### config.mk
export PLATFORM = sky130hd
export DESIGN_NAME = gfm_top
export DESIGN_NICKNAME = d
export VERILOG_FILES = /design/src/common/gfm_pkg.sv /design/src/gfm_debounce.sv /design/src/gfm_top.sv
export SDC_FILE = /design/constraint.sdc
export NUM_CORES = 1
export LEC_CHECK = 0
export BUFFER_PORTS_ARGS = -buffer_cell sky130_fd_sc_hd__buf_4
export CELL_PAD_IN_SITES_DETAIL_PLACEMENT = 1
export CELL_PAD_IN_SITES_GLOBAL_PLACEMENT = 1
export CORE_MARGIN = 1.5
export CORE_UTILIZATION = 44
export DETAILED_ROUTE_END_ITERATION = 10
export PLACE_DENSITY = 0.85
export SETUP_SLACK_MARGIN = 0.05
export SLEW_MARGIN = 20
export SYNTH_ARGS = -nofsm -noshare
export SYNTH_HDL_FRONTEND = slang
export SYNTH_SLANG_ARGS = --single-unit
### constraint.sdc
create_clock -name clk_in -period 4.4 [get_ports clk_in]
set_input_delay 0.44 -clock clk_in [delete_from_list [all_inputs] [get_ports clk_in]]
set_output_delay 0.44 -clock clk_in [all_outputs]
set_load 0.01 [all_outputs]
### src/common/gfm_pkg.sv
/*
   Shared constants and bundles for the pin function multiplexer.
   Assumes a single 250 MHz clock and a 12-bit AXI4-Lite byte address.
*/
package gfm_pkg;
   // ------------------------------------------------------------
   // Sizes and register map
   // ------------------------------------------------------------
   localparam int NUM_PINS = 5;
   localparam int ADDR_W = 12;
   localparam logic [11:0] ADDR_DSP1_CFG = 12'h440;
   localparam logic [11:0] ADDR_DSP2_CFG = 12'h550;
   localparam logic [11:0] ADDR_PIN_BASE = 12'h700;
   localparam logic [11:0] ADDR_IRQ_STATUS = 12'h720;
   localparam logic [11:0] ADDR_RAW_STATUS = 12'h724;
   localparam logic [3:0] SEL_DSP1 = 4'h5;
   localparam logic [3:0] SEL_DSP2 = 4'h6;
   localparam logic [3:0] SEL_IRQ = 4'h7;
   localparam logic [3:0] SEL_RAW = 4'h8;
   localparam logic [3:0] SEL_NONE = 4'hF;
   // ------------------------------------------------------------
   // Pin control fields
   // ------------------------------------------------------------
   localparam int DIR_BIT = 15;
   localparam int INV_BIT = 10;
   localparam int OD_BIT = 9;
   localparam int DB_BIT = 8;
   localparam int LVL_BIT = 6;
   localparam int FN_MSB = 4;
   localparam logic [15:0] PIN_RESET = 16'h8101;
   localparam logic [15:0] PIN_WMASK = 16'h875F;
   // ------------------------------------------------------------
   // Activity detect fields
   // ------------------------------------------------------------
   localparam int ACT_RMS_LSB = 11;
   localparam int ACT_CREST_LSB = 9;
   localparam int ACT_MODE_BIT = 7;
   localparam int ACT_EN_BIT = 6;
   localparam logic [15:0] ACT_RESET = 16'h0000;
   localparam logic [15:0] ACT_WMASK = 16'hFEC0;
   localparam logic signed [15:0] RMS_BASE_DDB = -16'sd300;
   localparam logic signed [15:0] RMS_STEP_DDB = 16'sd15;
   localparam logic signed [15:0] CREST_BASE_DDB = 16'sd120;
   localparam logic signed [15:0] CREST_STEP_DDB = 16'sd60;
   // ------------------------------------------------------------
   // Function codes
   // ------------------------------------------------------------
   localparam logic [4:0] FN_ADC_LR_CLOCK = 5'h00;
   localparam logic [4:0] FN_LEVEL = 5'h01;
   localparam logic [4:0] FN_FIRST_RESERVED = 5'h0F;
   // ------------------------------------------------------------
   // Interrupt status bits
   // ------------------------------------------------------------
   localparam int IRQ_MIC = 5;
   localparam int IRQ_HP = 6;
   localparam int IRQ_ACT1 = 7;
   localparam int IRQ_ACT2 = 8;
   localparam int IRQ_W = 9;
   // ------------------------------------------------------------
   // Timing
   // ------------------------------------------------------------
   localparam int CLK_PERIOD_NS = 4;
   localparam int MIC_PULSE_NS = 31000;
   localparam int MIC_PULSE_CYC = MIC_PULSE_NS / CLK_PERIOD_NS;
   localparam int DB_TICKS_DEFAULT = 4;
   localparam logic [1:0] RESP_OKAY = 2'h0;
   localparam logic [1:0] RESP_SLVERR = 2'h2;
   // ------------------------------------------------------------
   // Bundles
   // ------------------------------------------------------------
   typedef struct packed {
      logic awvalid;
      logic [11:0] awaddr;
      logic wvalid;
      logic [31:0] wdata;
      logic [3:0] wstrb;
      logic bready;
      logic arvalid;
      logic [11:0] araddr;
      logic rready;
   } gfm_axi_req_type;
   typedef struct packed {
      logic awready;
      logic wready;
      logic bvalid;
      logic [1:0] bresp;
      logic arready;
      logic rvalid;
      logic [31:0] rdata;
      logic [1:0] rresp;
   } gfm_axi_rsp_type;
   typedef struct packed {
      logic adc_lr_clock_if1;
      logic adc_lr_clock_if2;
      logic mic_event;
      logic hp_start;
      logic hp_done;
      logic [1:0] range_controller_en;
      logic [1:0] activity_raw;
      logic fifo_error;
      logic wseq_idle;
      logic servo_pair1_done;
      logic servo_pair2_done;
      logic clk_switch_done;
      logic freq_loop_lock;
      logic divided_sys_clock_out;
      logic freq_loop_clock;
   } gfm_core_type;
   typedef struct packed {
      logic en;
      logic mode;
      logic signed [15:0] threshold_ddb;
   } gfm_act_cfg_type;
endpackage

### src/gfm_debounce.sv
/*
   Input debounce filter for one pin.
   Assumes level_in is already synchronised and tick_in is a one-cycle pulse.
*/
`timescale 1ns/10ps
`default_nettype none
module gfm_debounce #(
   parameter int TICKS = 4
) (
   // Clock and reset
   input wire logic clk_in,
   input wire logic reset_in,
   // Control
   input wire logic enable_in,
   input wire logic tick_in,
   // Level
   input wire logic level_in,
   output logic level_out
);
   localparam int CW = $clog2(TICKS + 1);
   logic [CW-1:0] count_reg;
   logic state_reg;
   wire differs = level_in != state_reg;
   wire settled = tick_in && (count_reg == CW'(TICKS - 1));

   // Stability counter and filtered state
   always_ff @(posedge clk_in) begin
      if (reset_in) begin
         count_reg <= '0;
         state_reg <= 1'b0;
      end else if (!enable_in || (differs && settled)) begin
         count_reg <= '0;
         state_reg <= level_in;
      end else if (!differs) begin
         count_reg <= '0;
      end else if (tick_in) begin
         count_reg <= count_reg + CW'(1);
      end
   end

   assign level_out = state_reg;
endmodule
`default_nettype wire

### src/gfm_top.sv
/*
   Pin function multiplexer with level I/O, debounce, latched edge flags and
   activity detect configuration, reached over AXI4-Lite.
   Assumes core status inputs are on clk_in; pins are asynchronous.
*/
// How it works
// - Level bit writes output, reads input
// - Inversion applies after level for outputs
// - Level readback debounced, not inverted
// - Five-bit function select resets to one
// - Code 00 routes interface left-right clocks to pins 0/1
// - Code 01 level output or input
// - Code 02 drives interrupt request state
// - Code 03 gives 31us mic pulse
// - Code 04 low during headphone measurement
// - Codes 05/06 give activity flags
// - Code 07 gives FIFO error flag
// - Code 08 gives sequencer idle flag
// - Codes 09/0A give servo done flags
// - Codes 0B/0C clock switch, loop lock
// - Codes 0D/0E clocks; rest reserved
// - Pin edges both ways latch flags
// - Mic and headphone events latch flags
// - Activity flags latch on rising edge
// - Activity needs controller and enable bit
// - RMS threshold -30dB minus 1.5dB steps
// - Crest threshold 12 to 30dB
// - Direction bit 15, resets to input
// - Bit 9 selects open drain
`timescale 1ns/10ps
`default_nettype none
module gfm_top import gfm_pkg::*; #(
   parameter int MIC_PULSE_CYCLES = MIC_PULSE_CYC,
   parameter int DB_TICKS = DB_TICKS_DEFAULT
) (
   // Clock and reset
   input wire logic clk_in,
   input wire logic reset_in,
   // Register bus
   input wire gfm_axi_req_type axi_req_in,
   output var gfm_axi_rsp_type axi_rsp_out,
   // Pins
   input wire logic [NUM_PINS-1:0] pin_in,
   output logic [NUM_PINS-1:0] pin_out,
   output logic [NUM_PINS-1:0] pin_oe_out,
   // Core status and debounce tick
   input wire logic timeout_clock_in,
   input wire gfm_core_type core_in,
   // Activity detect configuration and flags
   output var gfm_act_cfg_type [1:0] activity_cfg_out,
   output logic [1:0] activity_flag_out
);
   localparam int MW = $clog2(MIC_PULSE_CYCLES + 1);

   // ------------------------------------------------------------
   // Decoding helpers
   // ------------------------------------------------------------
   // Address to register select
   function automatic logic [3:0] gfm_decode(input logic [11:0] addr);
      logic [3:0] sel;
      sel = SEL_NONE;
      for (int k = 0; k < NUM_PINS; k++) begin
         if (addr == ADDR_PIN_BASE + 12'(4 * k)) begin
            sel = 4'(k);
         end
      end
      if (addr == ADDR_DSP1_CFG) sel = SEL_DSP1;
      if (addr == ADDR_DSP2_CFG) sel = SEL_DSP2;
      if (addr == ADDR_IRQ_STATUS) sel = SEL_IRQ;
      if (addr == ADDR_RAW_STATUS) sel = SEL_RAW;
      return sel;
   endfunction

   // Threshold in tenths of a dB for the selected comparison
   function automatic logic signed [15:0] gfm_threshold(input logic [15:0] cfg);
      logic signed [15:0] rms;
      logic signed [15:0] crest;
      rms = 16'($signed({11'h000, cfg[ACT_RMS_LSB+:5]}));
      crest = 16'($signed({14'h0000, cfg[ACT_CREST_LSB+:2]}));
      if (cfg[ACT_MODE_BIT]) begin
         return 16'(RMS_BASE_DDB - rms * RMS_STEP_DDB);
      end
      return 16'(CREST_BASE_DDB + crest * CREST_STEP_DDB);
   endfunction

   // ------------------------------------------------------------
   // State
   // ------------------------------------------------------------
   logic [15:0] pin_cfg_reg [NUM_PINS];
   logic [15:0] act_cfg_reg [2];
   logic [IRQ_W-1:0] irq_status_reg;
   logic [NUM_PINS-1:0] pin_meta_reg, pin_sync_reg, pin_db, pin_db_prev_reg;
   logic [NUM_PINS-1:0] pin_out_reg, pin_oe_reg;
   logic [MW-1:0] mic_cnt_reg;
   logic mic_event_prev_reg, hp_status_reg, hp_prev_reg;
   logic [1:0] act_flag_reg, act_prev_reg;
   logic aw_full_reg, w_full_reg, bvalid_reg, rvalid_reg;
   logic [11:0] aw_addr_reg;
   logic [31:0] w_data_reg, rdata_reg;
   logic [3:0] w_strb_reg;
   logic [1:0] bresp_reg, rresp_reg;

   // ------------------------------------------------------------
   // AXI4-Lite handshakes
   // ------------------------------------------------------------
   wire aw_take = axi_req_in.awvalid && !aw_full_reg;
   wire w_take = axi_req_in.wvalid && !w_full_reg;
   wire do_write = aw_full_reg && w_full_reg && !bvalid_reg;
   wire ar_take = axi_req_in.arvalid && !rvalid_reg;
   wire [3:0] wr_sel = gfm_decode(aw_addr_reg);
   wire [3:0] rd_sel = gfm_decode(axi_req_in.araddr);
   wire [15:0] lane_mask = {{8{w_strb_reg[1]}}, {8{w_strb_reg[0]}}};
   wire [15:0] wr_data = w_data_reg[15:0];

   // Address and data holding, response generation
   always_ff @(posedge clk_in) begin
      if (reset_in) begin
         aw_full_reg <= 1'b0;
         w_full_reg <= 1'b0;
         bvalid_reg <= 1'b0;
         aw_addr_reg <= 12'h000;
         w_data_reg <= 32'h0000_0000;
         w_strb_reg <= 4'h0;
         bresp_reg <= RESP_OKAY;
      end else begin
         if (aw_take) aw_addr_reg <= axi_req_in.awaddr;
         if (w_take) begin
            w_data_reg <= axi_req_in.wdata;
            w_strb_reg <= axi_req_in.wstrb;
         end
         aw_full_reg <= do_write ? 1'b0 : (aw_full_reg || aw_take);
         w_full_reg <= do_write ? 1'b0 : (w_full_reg || w_take);
         if (do_write) begin
            bvalid_reg <= 1'b1;
            bresp_reg <= (wr_sel == SEL_NONE) ? RESP_SLVERR : RESP_OKAY;
         end else if (axi_req_in.bready) begin
            bvalid_reg <= 1'b0;
         end
      end
   end

   // Read data capture
   logic [15:0] rd_word;
   always_comb begin
      rd_word = 16'h0000;
      for (int k = 0; k < NUM_PINS; k++) begin
         if (rd_sel == 4'(k)) begin
            rd_word = pin_cfg_reg[k];
            // Inputs show the filtered pin, outputs the stored level
            rd_word[LVL_BIT] = pin_cfg_reg[k][DIR_BIT] ? pin_db[k]
                                                      : pin_cfg_reg[k][LVL_BIT];
         end
      end
      if (rd_sel == SEL_DSP1) rd_word = act_cfg_reg[0];
      if (rd_sel == SEL_DSP2) rd_word = act_cfg_reg[1];
      if (rd_sel == SEL_IRQ) rd_word = {7'h00, irq_status_reg};
      if (rd_sel == SEL_RAW) rd_word = {8'h00, act_flag_reg, hp_status_reg, pin_db};
   end

   always_ff @(posedge clk_in) begin
      if (reset_in) begin
         rvalid_reg <= 1'b0;
         rdata_reg <= 32'h0000_0000;
         rresp_reg <= RESP_OKAY;
      end else if (ar_take) begin
         rvalid_reg <= 1'b1;
         rdata_reg <= {16'h0000, rd_word};
         rresp_reg <= (rd_sel == SEL_NONE) ? RESP_SLVERR : RESP_OKAY;
      end else if (axi_req_in.rready) begin
         rvalid_reg <= 1'b0;
      end
   end

   assign axi_rsp_out.awready = !aw_full_reg;
   assign axi_rsp_out.wready = !w_full_reg;
   assign axi_rsp_out.bvalid = bvalid_reg;
   assign axi_rsp_out.bresp = bresp_reg;
   assign axi_rsp_out.arready = !rvalid_reg;
   assign axi_rsp_out.rvalid = rvalid_reg;
   assign axi_rsp_out.rdata = rdata_reg;
   assign axi_rsp_out.rresp = rresp_reg;

   // ------------------------------------------------------------
   // Configuration registers
   // ------------------------------------------------------------
   // Masked byte-lane writes; reset gives input, debounced, level mode
   always_ff @(posedge clk_in) begin
      if (reset_in) begin
         for (int k = 0; k < NUM_PINS; k++) pin_cfg_reg[k] <= PIN_RESET;
         act_cfg_reg[0] <= ACT_RESET;
         act_cfg_reg[1] <= ACT_RESET;
      end else if (do_write) begin
         for (int k = 0; k < NUM_PINS; k++) begin
            if (wr_sel == 4'(k)) begin
               pin_cfg_reg[k] <= (pin_cfg_reg[k] & ~(PIN_WMASK & lane_mask))
                                 | (wr_data & PIN_WMASK & lane_mask);
            end
         end
         for (int d = 0; d < 2; d++) begin
            if (wr_sel == (d == 0 ? SEL_DSP1 : SEL_DSP2)) begin
               act_cfg_reg[d] <= (act_cfg_reg[d] & ~(ACT_WMASK & lane_mask))
                                 | (wr_data & ACT_WMASK & lane_mask);
            end
         end
      end
   end

   // ------------------------------------------------------------
   // Event sources
   // ------------------------------------------------------------
   wire mic_rise = core_in.mic_event && !mic_event_prev_reg;
   wire mic_pulse = mic_cnt_reg != '0;
   wire [1:0] act_raw_gated = core_in.activity_raw & core_in.range_controller_en
                              & {act_cfg_reg[1][ACT_EN_BIT], act_cfg_reg[0][ACT_EN_BIT]};

   // Mic pulse timer, headphone status, activity flags
   always_ff @(posedge clk_in) begin
      if (reset_in) begin
         mic_cnt_reg <= '0;
         mic_event_prev_reg <= 1'b0;
         hp_status_reg <= 1'b1;
         hp_prev_reg <= 1'b1;
         act_flag_reg <= 2'h0;
         act_prev_reg <= 2'h0;
      end else begin
         mic_event_prev_reg <= core_in.mic_event;
         if (mic_rise) begin
            mic_cnt_reg <= MW'(MIC_PULSE_CYCLES);
         end else if (mic_pulse) begin
            mic_cnt_reg <= mic_cnt_reg - MW'(1);
         end
         if (core_in.hp_done) begin
            hp_status_reg <= 1'b1;
         end else if (core_in.hp_start) begin
            hp_status_reg <= 1'b0;
         end
         hp_prev_reg <= hp_status_reg;
         act_flag_reg <= act_raw_gated;
         act_prev_reg <= act_flag_reg;
      end
   end

   // Latched flags: edges set, write-one clears, set wins
   wire [IRQ_W-1:0] irq_set = {act_flag_reg & ~act_prev_reg,
                               hp_status_reg && !hp_prev_reg, mic_rise,
                               pin_db ^ pin_db_prev_reg};
   wire [IRQ_W-1:0] irq_clr = (do_write && wr_sel == SEL_IRQ)
                              ? (wr_data[IRQ_W-1:0] & lane_mask[IRQ_W-1:0]) : '0;
   wire irq_line = |irq_status_reg;

   always_ff @(posedge clk_in) begin
      if (reset_in) begin
         irq_status_reg <= '0;
         pin_db_prev_reg <= '0;
      end else begin
         irq_status_reg <= (irq_status_reg & ~irq_clr) | irq_set;
         pin_db_prev_reg <= pin_db;
      end
   end

   // ------------------------------------------------------------
   // Pin paths
   // ------------------------------------------------------------
   // Two-stage synchroniser on the pin inputs
   always_ff @(posedge clk_in) begin
      if (reset_in) begin
         pin_meta_reg <= '0;
         pin_sync_reg <= '0;
      end else begin
         pin_meta_reg <= pin_in;
         pin_sync_reg <= pin_meta_reg;
      end
   end

   // Per pin: debounce, function mux, polarity and driver style
   for (genvar i = 0; i < NUM_PINS; i++) begin : g_pin
      wire [4:0] fn = pin_cfg_reg[i][FN_MSB:0];
      wire adc_clk = (i == 0) ? core_in.adc_lr_clock_if1
                   : (i == 1) ? core_in.adc_lr_clock_if2 : 1'b0;
      wire [14:0] src = {core_in.freq_loop_clock, core_in.divided_sys_clock_out,
                         core_in.freq_loop_lock, core_in.clk_switch_done,
                         core_in.servo_pair2_done, core_in.servo_pair1_done,
                         core_in.wseq_idle, core_in.fifo_error,
                         act_flag_reg[1], act_flag_reg[0], hp_status_reg,
                         mic_pulse, irq_line, pin_cfg_reg[i][LVL_BIT],
                         adc_clk};
      // Reserved codes give a constant low
      wire func = (fn < FN_FIRST_RESERVED) ? src[fn[3:0]] : 1'b0;
      wire ext = func ^ pin_cfg_reg[i][INV_BIT];
      wire drive = !pin_cfg_reg[i][DIR_BIT];
      wire od = pin_cfg_reg[i][OD_BIT];

      gfm_debounce #(.TICKS(DB_TICKS)) u_db (
         .clk_in(clk_in),
         .reset_in(reset_in),
         .enable_in(pin_cfg_reg[i][DB_BIT]),
         .tick_in(timeout_clock_in),
         .level_in(pin_sync_reg[i]),
         .level_out(pin_db[i])
      );

      // Open drain only ever pulls low
      always_ff @(posedge clk_in) begin
         if (reset_in) begin
            pin_out_reg[i] <= 1'b0;
            pin_oe_reg[i] <= 1'b0;
         end else begin
            pin_out_reg[i] <= od ? 1'b0 : ext;
            pin_oe_reg[i] <= drive && (!od || !ext);
         end
      end
   end

   // ------------------------------------------------------------
   // Outputs
   // ------------------------------------------------------------
   assign pin_out = pin_out_reg;
   assign pin_oe_out = pin_oe_reg;
   assign activity_flag_out = act_flag_reg;
   for (genvar d = 0; d < 2; d++) begin : g_act
      assign activity_cfg_out[d].en = act_cfg_reg[d][ACT_EN_BIT];
      assign activity_cfg_out[d].mode = act_cfg_reg[d][ACT_MODE_BIT];
      assign activity_cfg_out[d].threshold_ddb = gfm_threshold(act_cfg_reg[d]);
   end

   wire fn_res0 = pin_cfg_reg[0][FN_MSB:0] >= FN_FIRST_RESERVED;
endmodule
`default_nettype wire

# Yosys cells after proc, flatten, opt, wreduce, memory -nomap -nowiden
# Memory sizes are Yosys's and may differ from the RTL's.
# Index checks and enable logic that the tools add are counted.
op_classes:
  add_sub_neg: 10
  mul: 4
  magnitude_cmp: 10
  eq_ne: 45
  muxes: 99
  bitwise_logic: 44
  n_reduce_logical: 81
op_table:
  columns: ["op", "n"]
  rows:
  - ["16-bit 2-to-1 mux", 20]
  - ["12-bit by 11-bit == test with 1-bit output, second input constant", 18]
  - ["16-bit bitwise AND", 9]
  - ["16-bit OR", 7]
  - ["4-bit 2-to-1 mux", 18]
  - ["1-bit 2-to-1 mux", 51]
  - ["4-bit by 3-bit == test with 1-bit output, second input constant", 8]
  - ["16-bit inverter", 2]
  - ["1-bit zero test", 26]
  - ["13-bit 2-to-1 mux", 2]
  - ["4-bit by 5-bit < comparator with 1-bit output, second input constant", 5]
  - ["5-bit by 4-bit < comparator with 1-bit output, second input constant", 5]
  - ["1-bit logical AND", 23]
  - ["10-bit by 10-bit subtractor with 11-bit output, first input constant", 2]
  - ["1-bit binary-select mux with 4-bit select", 5]
  - ["7-bit by 8-bit adder with 9-bit output, first input constant", 2]
  - ["9-bit bitwise AND", 2]
  - ["5-bit by 4-bit multiplier with 9-bit output, second input constant", 2]
  - ["4-bit by 2-bit == test with 1-bit output, second input constant", 4]
  - ["2-bit OR reduction", 8]
  - ["3-bit by 1-bit adder with 3-bit output, second input constant", 5]
  - ["3-bit by 2-bit == test with 1-bit output, second input constant", 5]
  - ["3-bit OR reduction", 5]
  - ["13-bit nonzero test", 1]
  - ["other kinds (19)", 58]
word_totals:
  regBits: 128
  ram_bits: 112
  inputBits: 90
  output_inout_bits: 89
  word_cells: 336
  n_memories: 2
mem_list:
  columns: ["memory", "words", "word_bits", "read_ports", "rd_clocked_by_memory_dff", "wr", "line_no", "text"]
  rows:
  - ["pin_cfg_reg", 5, 16, 5, 0, 5, "gfm_top.sv:89", "logic [15:0] pin_cfg_reg [NUM_PINS];"]
  - ["act_cfg_reg", 2, 16, 2, 0, 2, "gfm_top.sv:90", "logic [15:0] act_cfg_reg [2];"]

# Logic depth before layout (Yosys ltp)
# Gate-level depths: netlist (run 1).
logic_depth:
  depth_word: 20
  mapped_depth: 11
  ltp_nobuf: 11

# Cells and area by module
# Synthesis (run 1) repeated with hierarchy kept, for this count alone.
unflattened:
  cells_unflattened: 1267
  hier_area_um2: 11674.9
by_module_without_submodules:
  columns: ["module", "n_inst", "cells_per_inst", "area_each_um2", "seq_area_each_um2"]
  rows:
  - ["gfm_top", 1, 1177, 10717.8, 4164.0]
  - ["gfm_debounce", 5, 18, 191.4, 80.1]

# Least setup slack after synthesis (run 1)
# No wires, ideal clock.
synth_path:
  path_type: "register to output"
  startpoint: "memory act_cfg_reg[1][14] (netlist: act_cfg_reg[0][30])"
  endpoint: "output activity_cfg_out[26] (netlist bit)"
  arrival_time_ps: 3360
  t_required_ps: 3960
  slack_ps: 600
  path_stages_with_launch: 10
  n_path_buf: 0
  cell_sequence: "edfxtp_1 fa_1 fa_1 ha_1 o21ai_0 or4b_2 o311ai_1 o311ai_0 xnor2_1 a21oi_1"
synth_lines:
  columns: ["item", "line_no", "text"]
  rows:
  - ["from (decl)", "gfm_top.sv:90", null]
  - ["to (decl)", "gfm_top.sv:50", "output var gfm_act_cfg_type [1:0] activity_cfg_out,"]

==> results by group, run 1 <==
Outcome
  – Run status: completed

Placement
  – Dpl hpwl: 25,370 um
  – Port bufs: 142
  – Pre-CTS setup slack: 0.2720 ns
  – Placed cell area: 0.01246 sq mm
  – Gpl congestion: 0.8925

Timing
  – Setup-failing EPs final: 0
  – Post-route setup slack: 0.1224 ns
  – Slew headroom: 0.3710
  – Max Transition Viols Final: 0
  – Slew @ Worst Pin: 0.9411 ns
  – Clk_skew: 0.01390 ns
  – Fmax: 0.2338 GHz
  – Post-Route Setup TNS: 0 ns
  – Fin crit share: 0.9722
  – Unrepaired setup endpoints after global routing: true
  – Final min period: 4.278 ns
  – Final Hold Fails: 0
  – WHS: 0.1674 ns

Worst setup path
  – R2r setup slk: 1.68 ns
  – CP max FO: 4
  – CP peak stage delay: 0.60 ns
  – Cell Chain, Critical Path: buf_4 > fa_1 > fa_1 > ha_1 > a211oi_2 > o21bai_1 > a21oi_1 > xor2_1 > xnor2_1 > a21oi_1 > buf_4
  – Reg2Reg Capture Point: pin_out[3]
  – Setup crit start kind: register
  – Required @ worst endpoint: 3.96 ns
  – Arr. time, crit path: 3.84 ns
  – CP bufs+invs: 2
  – Worst Setup SP: act_cfg_reg[0][12]
  – Worst Setup EP: activity_cfg_out[8]
  – Critical path's slowest cell: fa_1
  – Reg2reg start: activity_flag_out[0]
  – Top Family by Delay on Critical Path: adder cells
  – Critical path type: register to output pin
  – CP Depth: 11
  – FF-to-FF path depth: 6
  – Critical path capture point type: output pin

Floorplan
  – Die Y: 164.0 um
  – Site row count: 58
  – Core Area: 0.02533 sq mm
  – I/O pin count: 179
  – Die width: 164.0 um
  – Die Area: 0.02689 sq mm
  – Starting density of the core: 0.4502

Layout
  – Antenna Cells: 0
  – Final Instance Area: 0.01326 sq mm
  – Register Area: 0.004564 sq mm
  – Fill cell count: 2,959
  – Fraction of layout cells with a size suffix above 1: 0.1810
  – Multi-input logic area: 0.006216 sq mm
  – Final core occ: 0.5235
  – Nets@finish: 1,514
  – Number of flip-flops in the largest register: 50
  – Syn-to-layout area delta: 16.29%

Drt
  – Residual DRC: 0
  – 1st-pass router iterations: 5
  – Post-DR wirelength/cell: 20.98 um
  – Via/cell ratio: 5.876
  – First DRT Iteration DRCs: 784
  – Final WL: 35,800 um
  – DRT antenna net count: 0
  – Vias: 10,030

Synthesis
  – Ranking of synthesized cells by area: dfxtp_1, edfxtp_1, a21oi_1
  – Synth Instances: 1,255
  – Area leader, netlist: dfxtp_1
  – Post-synth ARST share: 0
  – Number of synthesized flops with an enable pin: 68
  – Ys Warns: 0
  – Top-area cell type share of the netlist area: 0.2212
  – Post-synthesis sequential area ratio: 0.4004
  – Post-Syn Area per Cell: 9.084 sq um
  – Synth unique cells: 81
  – Main synth FF type: dfxtp_1
  – Synthesized cell area: 0.01140 sq mm
  – Flops & latches, synth: 194

CTS
  – TritonCTS Sinks: 194
  – CTS clk-pin slew, worst paths: 0.08 ns
  – Clock Latency Late Sink: 0.45 ns
  – CTS max path bufs: 2
  – TritonCTS clock tree: yes
  – CTS root buffer: clkbuf_16
  – Hold buffer count at cts: 0
  – H-tree depth: 4
  – TritonCTS Buffers: 17

Pwr
  – VDD IR-drop max: 0.0002463 V
  – PwrDens: 321.9 mW/mm^2
  – Total leakage power: 0.005415 uW

Global route
  – GRT overflow: 0
  – First-pass GRT wire length: 54,580 um
  – Initial antenna violation count: 0
  – Vias in the first global route: 10,040
  – GR Util All Layers: 0.2635
  – Largest net degree at the start of global routing: 61

Job
  – Max-cap violations: 0

Hold path
  – Hold crit path type: input pin to register
power by group:
part | internal [uW] | total, uW | switching, uW
logic | 332 | 758 | 426
registers | 1920 | 2000 | 82.9
clock network | 771 | 1510 | 739
timing repair:
item	4_1_cts	5_1_grt
setup endpoints to repair	3	8
pin swaps	0	8
gates resized for setup	5	14
buffers inserted	4	13
cell families (layout without fill, tap and decap cells):
kind of cell / count (synthesis) / count (layout) / share of synthesized area
adders and majority gates: 61 / 61 / 0.07616
AOI/OAI and AO/OA: 326 / 326 / 0.1744
muxes: 34 / 34 / 0.04082
DFF: 194 / 194 / 0.4004
xor gates and xnor gates: 48 / 48 / 0.03687
other: 1 / 18 / 0.0003289
and+or+nand+nor: 431 / 431 / 0.2002
buffers and inverters: 160 / 264 / 0.07089
through the flow:
stage / cells / power [uW]
detailed placement: 1657 / 2736
CTS: 1693 / 4247
floorplan: 1272 / 2496
finish: 1706 / 4268
global placement: 1657 / 2699
global route: 1706 / 4438
how the worst min path moves through the flow:
stage / cells after the start / to / slack, ns / startpoint
after CTS: 2 / hp_status_reg / 0.16 / core_in[13]
after floorplan: 1 / pin_sync_reg[0] / 0.41 / pin_meta_reg[0]
after detailed placement: 1 / pin_sync_reg[3] / 0.44 / pin_meta_reg[3]
after global routing: 2 / hp_status_reg / 0.17 / core_in[13]
final: 2 / hp_status_reg / 0.17 / core_in[13]
after global placement: 1 / pin_sync_reg[4] / 0.42 / pin_meta_reg[4]
layer usage:
metal,track usage,wire (um),vias up
met3,0.04747,2325,66
met2,0.4492,17610,398
met1,0.3351,14950,4956
met5,0,0,-
met4,0.08926,910,0
li1,-,-,4605
area by class of cell:
type,count,area share
clock buffer,21,0.03473
clock inverter,11,0.007173
inverter,62,0.01755
multi-input combinational,918,0.4689
sequential,194,0.3443
tap,330,0.03114
timing repair buffer,170,0.09626
cells in the mapped netlist, drive strengths merged (16+ instances only):
master,instances
a21oi,126
a22oi,16
and3,16
buf,59
clkbuf,39
dfxtp,126
edfxtp,68
ha,47
inv,62
mux2i,21
nand2,132
nand2b,43
nand3,22
nor2,74
nor2b,45
nor3,31
o21ai,89
xnor2,29
xor2,19
worst register-to-register path, stage by stage, from the launching register on:
cell     delay, ns
dfxtp_1       0.75
mux4_1        0.39
nor3b_1       0.05
or4_1         0.51
a31oi_1       0.32
xnor2_1       0.18
nor3_1        0.37
cell usage in the layout, fill, tap and decap left out, types with 5 or more instances in the layout:
| cell | count |
|---|---|
| buf_4 | 170 |
| nand2_1 | 132 |
| dfxtp_1 | 126 |
| a21oi_1 | 122 |
| o21ai_0 | 88 |
| nor2_1 | 74 |
| edfxtp_1 | 68 |
| inv_1 | 62 |
| nor2b_1 | 45 |
| ha_1 | 44 |
| nand2b_1 | 43 |
| xnor2_1 | 29 |
| nor3_1 | 28 |
| nand3_1 | 21 |
| mux2i_1 | 21 |
| conb_1 | 18 |
| xor2_1 | 17 |
| clkbuf_16 | 17 |
| a22oi_1 | 16 |
| and3_1 | 16 |
| nor3b_1 | 13 |
| a22o_1 | 11 |
| fa_1 | 11 |
| a211oi_1 | 8 |
| o31ai_1 | 8 |
| a31oi_1 | 7 |
| mux4_2 | 7 |
| a221oi_1 | 6 |
| or3_1 | 6 |
| nand3b_1 | 6 |
| nand4_1 | 6 |
| nor4_1 | 5 |
| o211a_1 | 5 |
(Power assumes the default switching activity.)
==> inputs of run 2 (changes only) <==
--- a/config.mk
+++ b/config.mk
@@ -12,6 +12,7 @@
 export CORE_UTILIZATION = 44
 export DETAILED_ROUTE_END_ITERATION = 10
 export PLACE_DENSITY = 0.85
+export RECOVER_POWER = 100
 export SETUP_SLACK_MARGIN = 0.05
 export SLEW_MARGIN = 20
 export SYNTH_ARGS = -nofsm -noshare
==> results by group, run 2 (synthesis gave the netlist of run 1 again) <==
Outcome
  – Run status: complete, but fails checks (was completed)
  – Violated checks: capacitance limit, slew limit

Worst setup path
  – Worst Setup SP: act_cfg_reg[0][12] (unchanged)
  – Setup crit start kind: register (unchanged)
  – Required @ worst endpoint: 3.96 ns (about the same)
  – CP max FO: 4 (unchanged)
  – Critical path capture point type: output pin (unchanged)
  – Critical path type: register to output pin (unchanged)
  – Arr. time, crit path: 3.88 ns (was 3.84 ns)
  – Reg2reg start: aw_addr_reg[0] (was activity_flag_out[0])

CTS
  – CTS max path bufs: 2 (unchanged)
  – Clock Latency Late Sink: 0.45 ns (about the same)
  – TritonCTS Sinks: 194 (unchanged)
  – CTS root buffer: clkbuf_16 (unchanged)
  – CTS clk-pin slew, worst paths: 0.08 ns (about the same)
  – TritonCTS Buffers: 17 (unchanged)
  – H-tree depth: 4 (unchanged)
  – TritonCTS clock tree: yes (unchanged)

Global route
  – Grt met3 use: 0.04747 (unchanged)
  – GRT busiest layer: met2 (unchanged)
  – Vias in the first global route: 10,040 (unchanged)
  – Initial antenna violation count: 0 (unchanged)
  – First-pass GRT wire length: 54,580 um (unchanged)
  – Global routing usage on met2: 0.4492 (unchanged)
  – GRT overflow: 0 (unchanged)
  – Largest net degree at the start of global routing: 61 (unchanged)
  – Routing usage on met1: 0.3351 (unchanged)
  – GR Util All Layers: 0.2635 (unchanged)

Pwr
  – PwrDens: 328.4 mW/mm^2 (was 321.9 mW/mm^2)
  – VDD IR-drop max: 0.0002458 V (was 0.0002463 V)
  – Total leakage power: 0.005136 uW (was 0.005415 uW)

Layout
  – Commonest non-fill, non-tap cell in the layout: nand2_1 (was buf_4)
  – Fraction of layout cells with a size suffix above 1: 0.1235 (was 0.1810)
  – Most frequent cells in the layout: nand2_1, a21oi_1, dfxtp_1, buf_4, o21ai_0 (was buf_4, nand2_1, dfxtp_1, a21oi_1, o21ai_0)
  – Nets@finish: 1,514 (unchanged)
  – Final core occ: 0.5106 (was 0.5235)
  – Register Area: 0.004564 sq mm (unchanged)
  – Number of flip-flops in the largest register: 50 (unchanged)
  – Multi-input logic area: 0.006156 sq mm (was 0.006216 sq mm)
  – Non-Filler Instances: 1,706 (unchanged)
  – Antenna Cells: 0 (unchanged)
  – Fill cell count: 2,986 (was 2,959)
  – Syn-to-layout area delta: 13.43% (was 16.29%)

Drt
  – Post-DR wirelength/cell: 21.08 um (was 20.98 um)
  – First DRT Iteration DRCs: 789 (was 784)
  – Residual DRC: 0 (unchanged)
  – 1st-pass router iterations: 5 (unchanged)
  – Final WL: 35,960 um (was 35,800 um)
  – DRT antenna net count: 0 (unchanged)
  – Vias: 10,020 (was 10,030)
  – Via/cell ratio: 5.875 (was 5.876)

Hold path
  – Hold_sp: core_in[13] (unchanged)
  – Hold crit path type: input pin to register (unchanged)

Floorplan
  – Die Area: 0.02689 sq mm (unchanged)
  – Core Area: 0.02533 sq mm (unchanged)
  – I/O pin count: 179 (unchanged)
  – Starting density of the core: 0.4502 (unchanged)
  – Die Y: 164.0 um (unchanged)
  – Die width: 164.0 um (unchanged)
  – Site row count: 58 (unchanged)

Placement
  – Inst Count DP: 1,657 (unchanged)
  – Pre-CTS setup slack: 0.2720 ns (unchanged)
  – Port bufs: 142 (unchanged)
  – Dpl hpwl: 25,370 um (unchanged)
  – Gpl congestion: 0.8925 (unchanged)

Timing
  – Unrepaired setup endpoints after global routing: true (unchanged)
  – Max Transition Viols Final: 94 (was 0)
  – Post-Route Setup TNS: 0 ns (unchanged)
  – Final Hold Fails: 0 (unchanged)
  – Clk_skew: 0.01283 ns (was 0.01390 ns)
  – Post-route setup slack: 0.08152 ns (was 0.1224 ns)
  – WHS: 0.1669 ns (was 0.1674 ns)
  – Setup-failing EPs final: 0 (unchanged)
  – Slew @ Worst Pin: 2.697 ns (was 0.9411 ns)
  – Slew headroom: -0.7979 (was 0.3710)
  – Fin crit share: 0.9815 (was 0.9722)
  – Final min period: 4.318 ns (was 4.278 ns)
  – Fmax: 0.2316 GHz (was 0.2338 GHz)

Job
  – Max-cap violations: 2 (was 0)
==> run 2: changes by cell type in the layout (fill, tap and decap cells not counted), sizes merged <==
| cell | previous run | this run |
|---|---|---|
| clkbuf | 21 | 93 |
| buf | 170 | 98 |
==> run 2: where the power goes <==
| group | internal, uW | leakage, uW | switching [uW] |
|---|---|---|---|
| clock network | 771 | 0.000276 | 744 |
| registers | 1920 | 0.00168 | 81.2 |
| logic | 309 | 0.00318 | 424 |
==> run 2: layout make-up <==
class	instances	share of cell area
timing repair buffer	170	0.07817
sequential	194	0.3529
tap	330	0.03193
inverter	62	0.01800
clock inverter	11	0.007353
multi-input combinational	918	0.4760
clock buffer	21	0.03560
==> run 2: worst paths after layout <==
path                                       endpoint  slack, ns  cells past startpoint
worst max-delay path            activity_cfg_out[9]       0.08                     11
worst max register to register   pin_cfg_reg[0][64]       0.49                      6
worst min-delay path                  hp_status_reg       0.17                      2
worst min register to register      pin_sync_reg[3]       0.45                      1
==> run 2: critical path, cell delays in order, from the launching register on <==
cell and delay (ns):
edfxtp_1 0.45, buf_4 0.19, fa_1 0.60, fa_1 0.45, ha_1 0.38, a211oi_2 0.30, o21bai_1 0.12, a21oi_1 0.19
xor2_1 0.25, nand2_1 0.09, a21oi_1 0.23, buf_4 0.17
==> run 2: through the flow <==
stage / total power, uW / cell area, sq um
detailed placement: 2736 / 12460
floorplan: 2496 / 11460
global route: 4411 / 12930
finish: 4247 / 12930
global placement: 2699 / 12460
CTS: 4247 / 13080
==> run 2: repair_timing <==
item / 4_1_cts / 5_1_grt
pin swaps: 0 / 8
resized for setup: 5 / 14
setup buffers: 4 / 13
hold buffers: 0 / 0
setup endpoints to repair: 3 / 8
==> run 2: per-layer routing <==
| metal | vias to the layer above | share of wire |
|---|---|---|
| li1 | 4601 | - |
| met1 | 4958 | 0.42 |
| met2 | 395 | 0.49 |
| met3 | 68 | 0.066 |
| met4 | 0 | 0.026 |
| met5 | - | 0 |
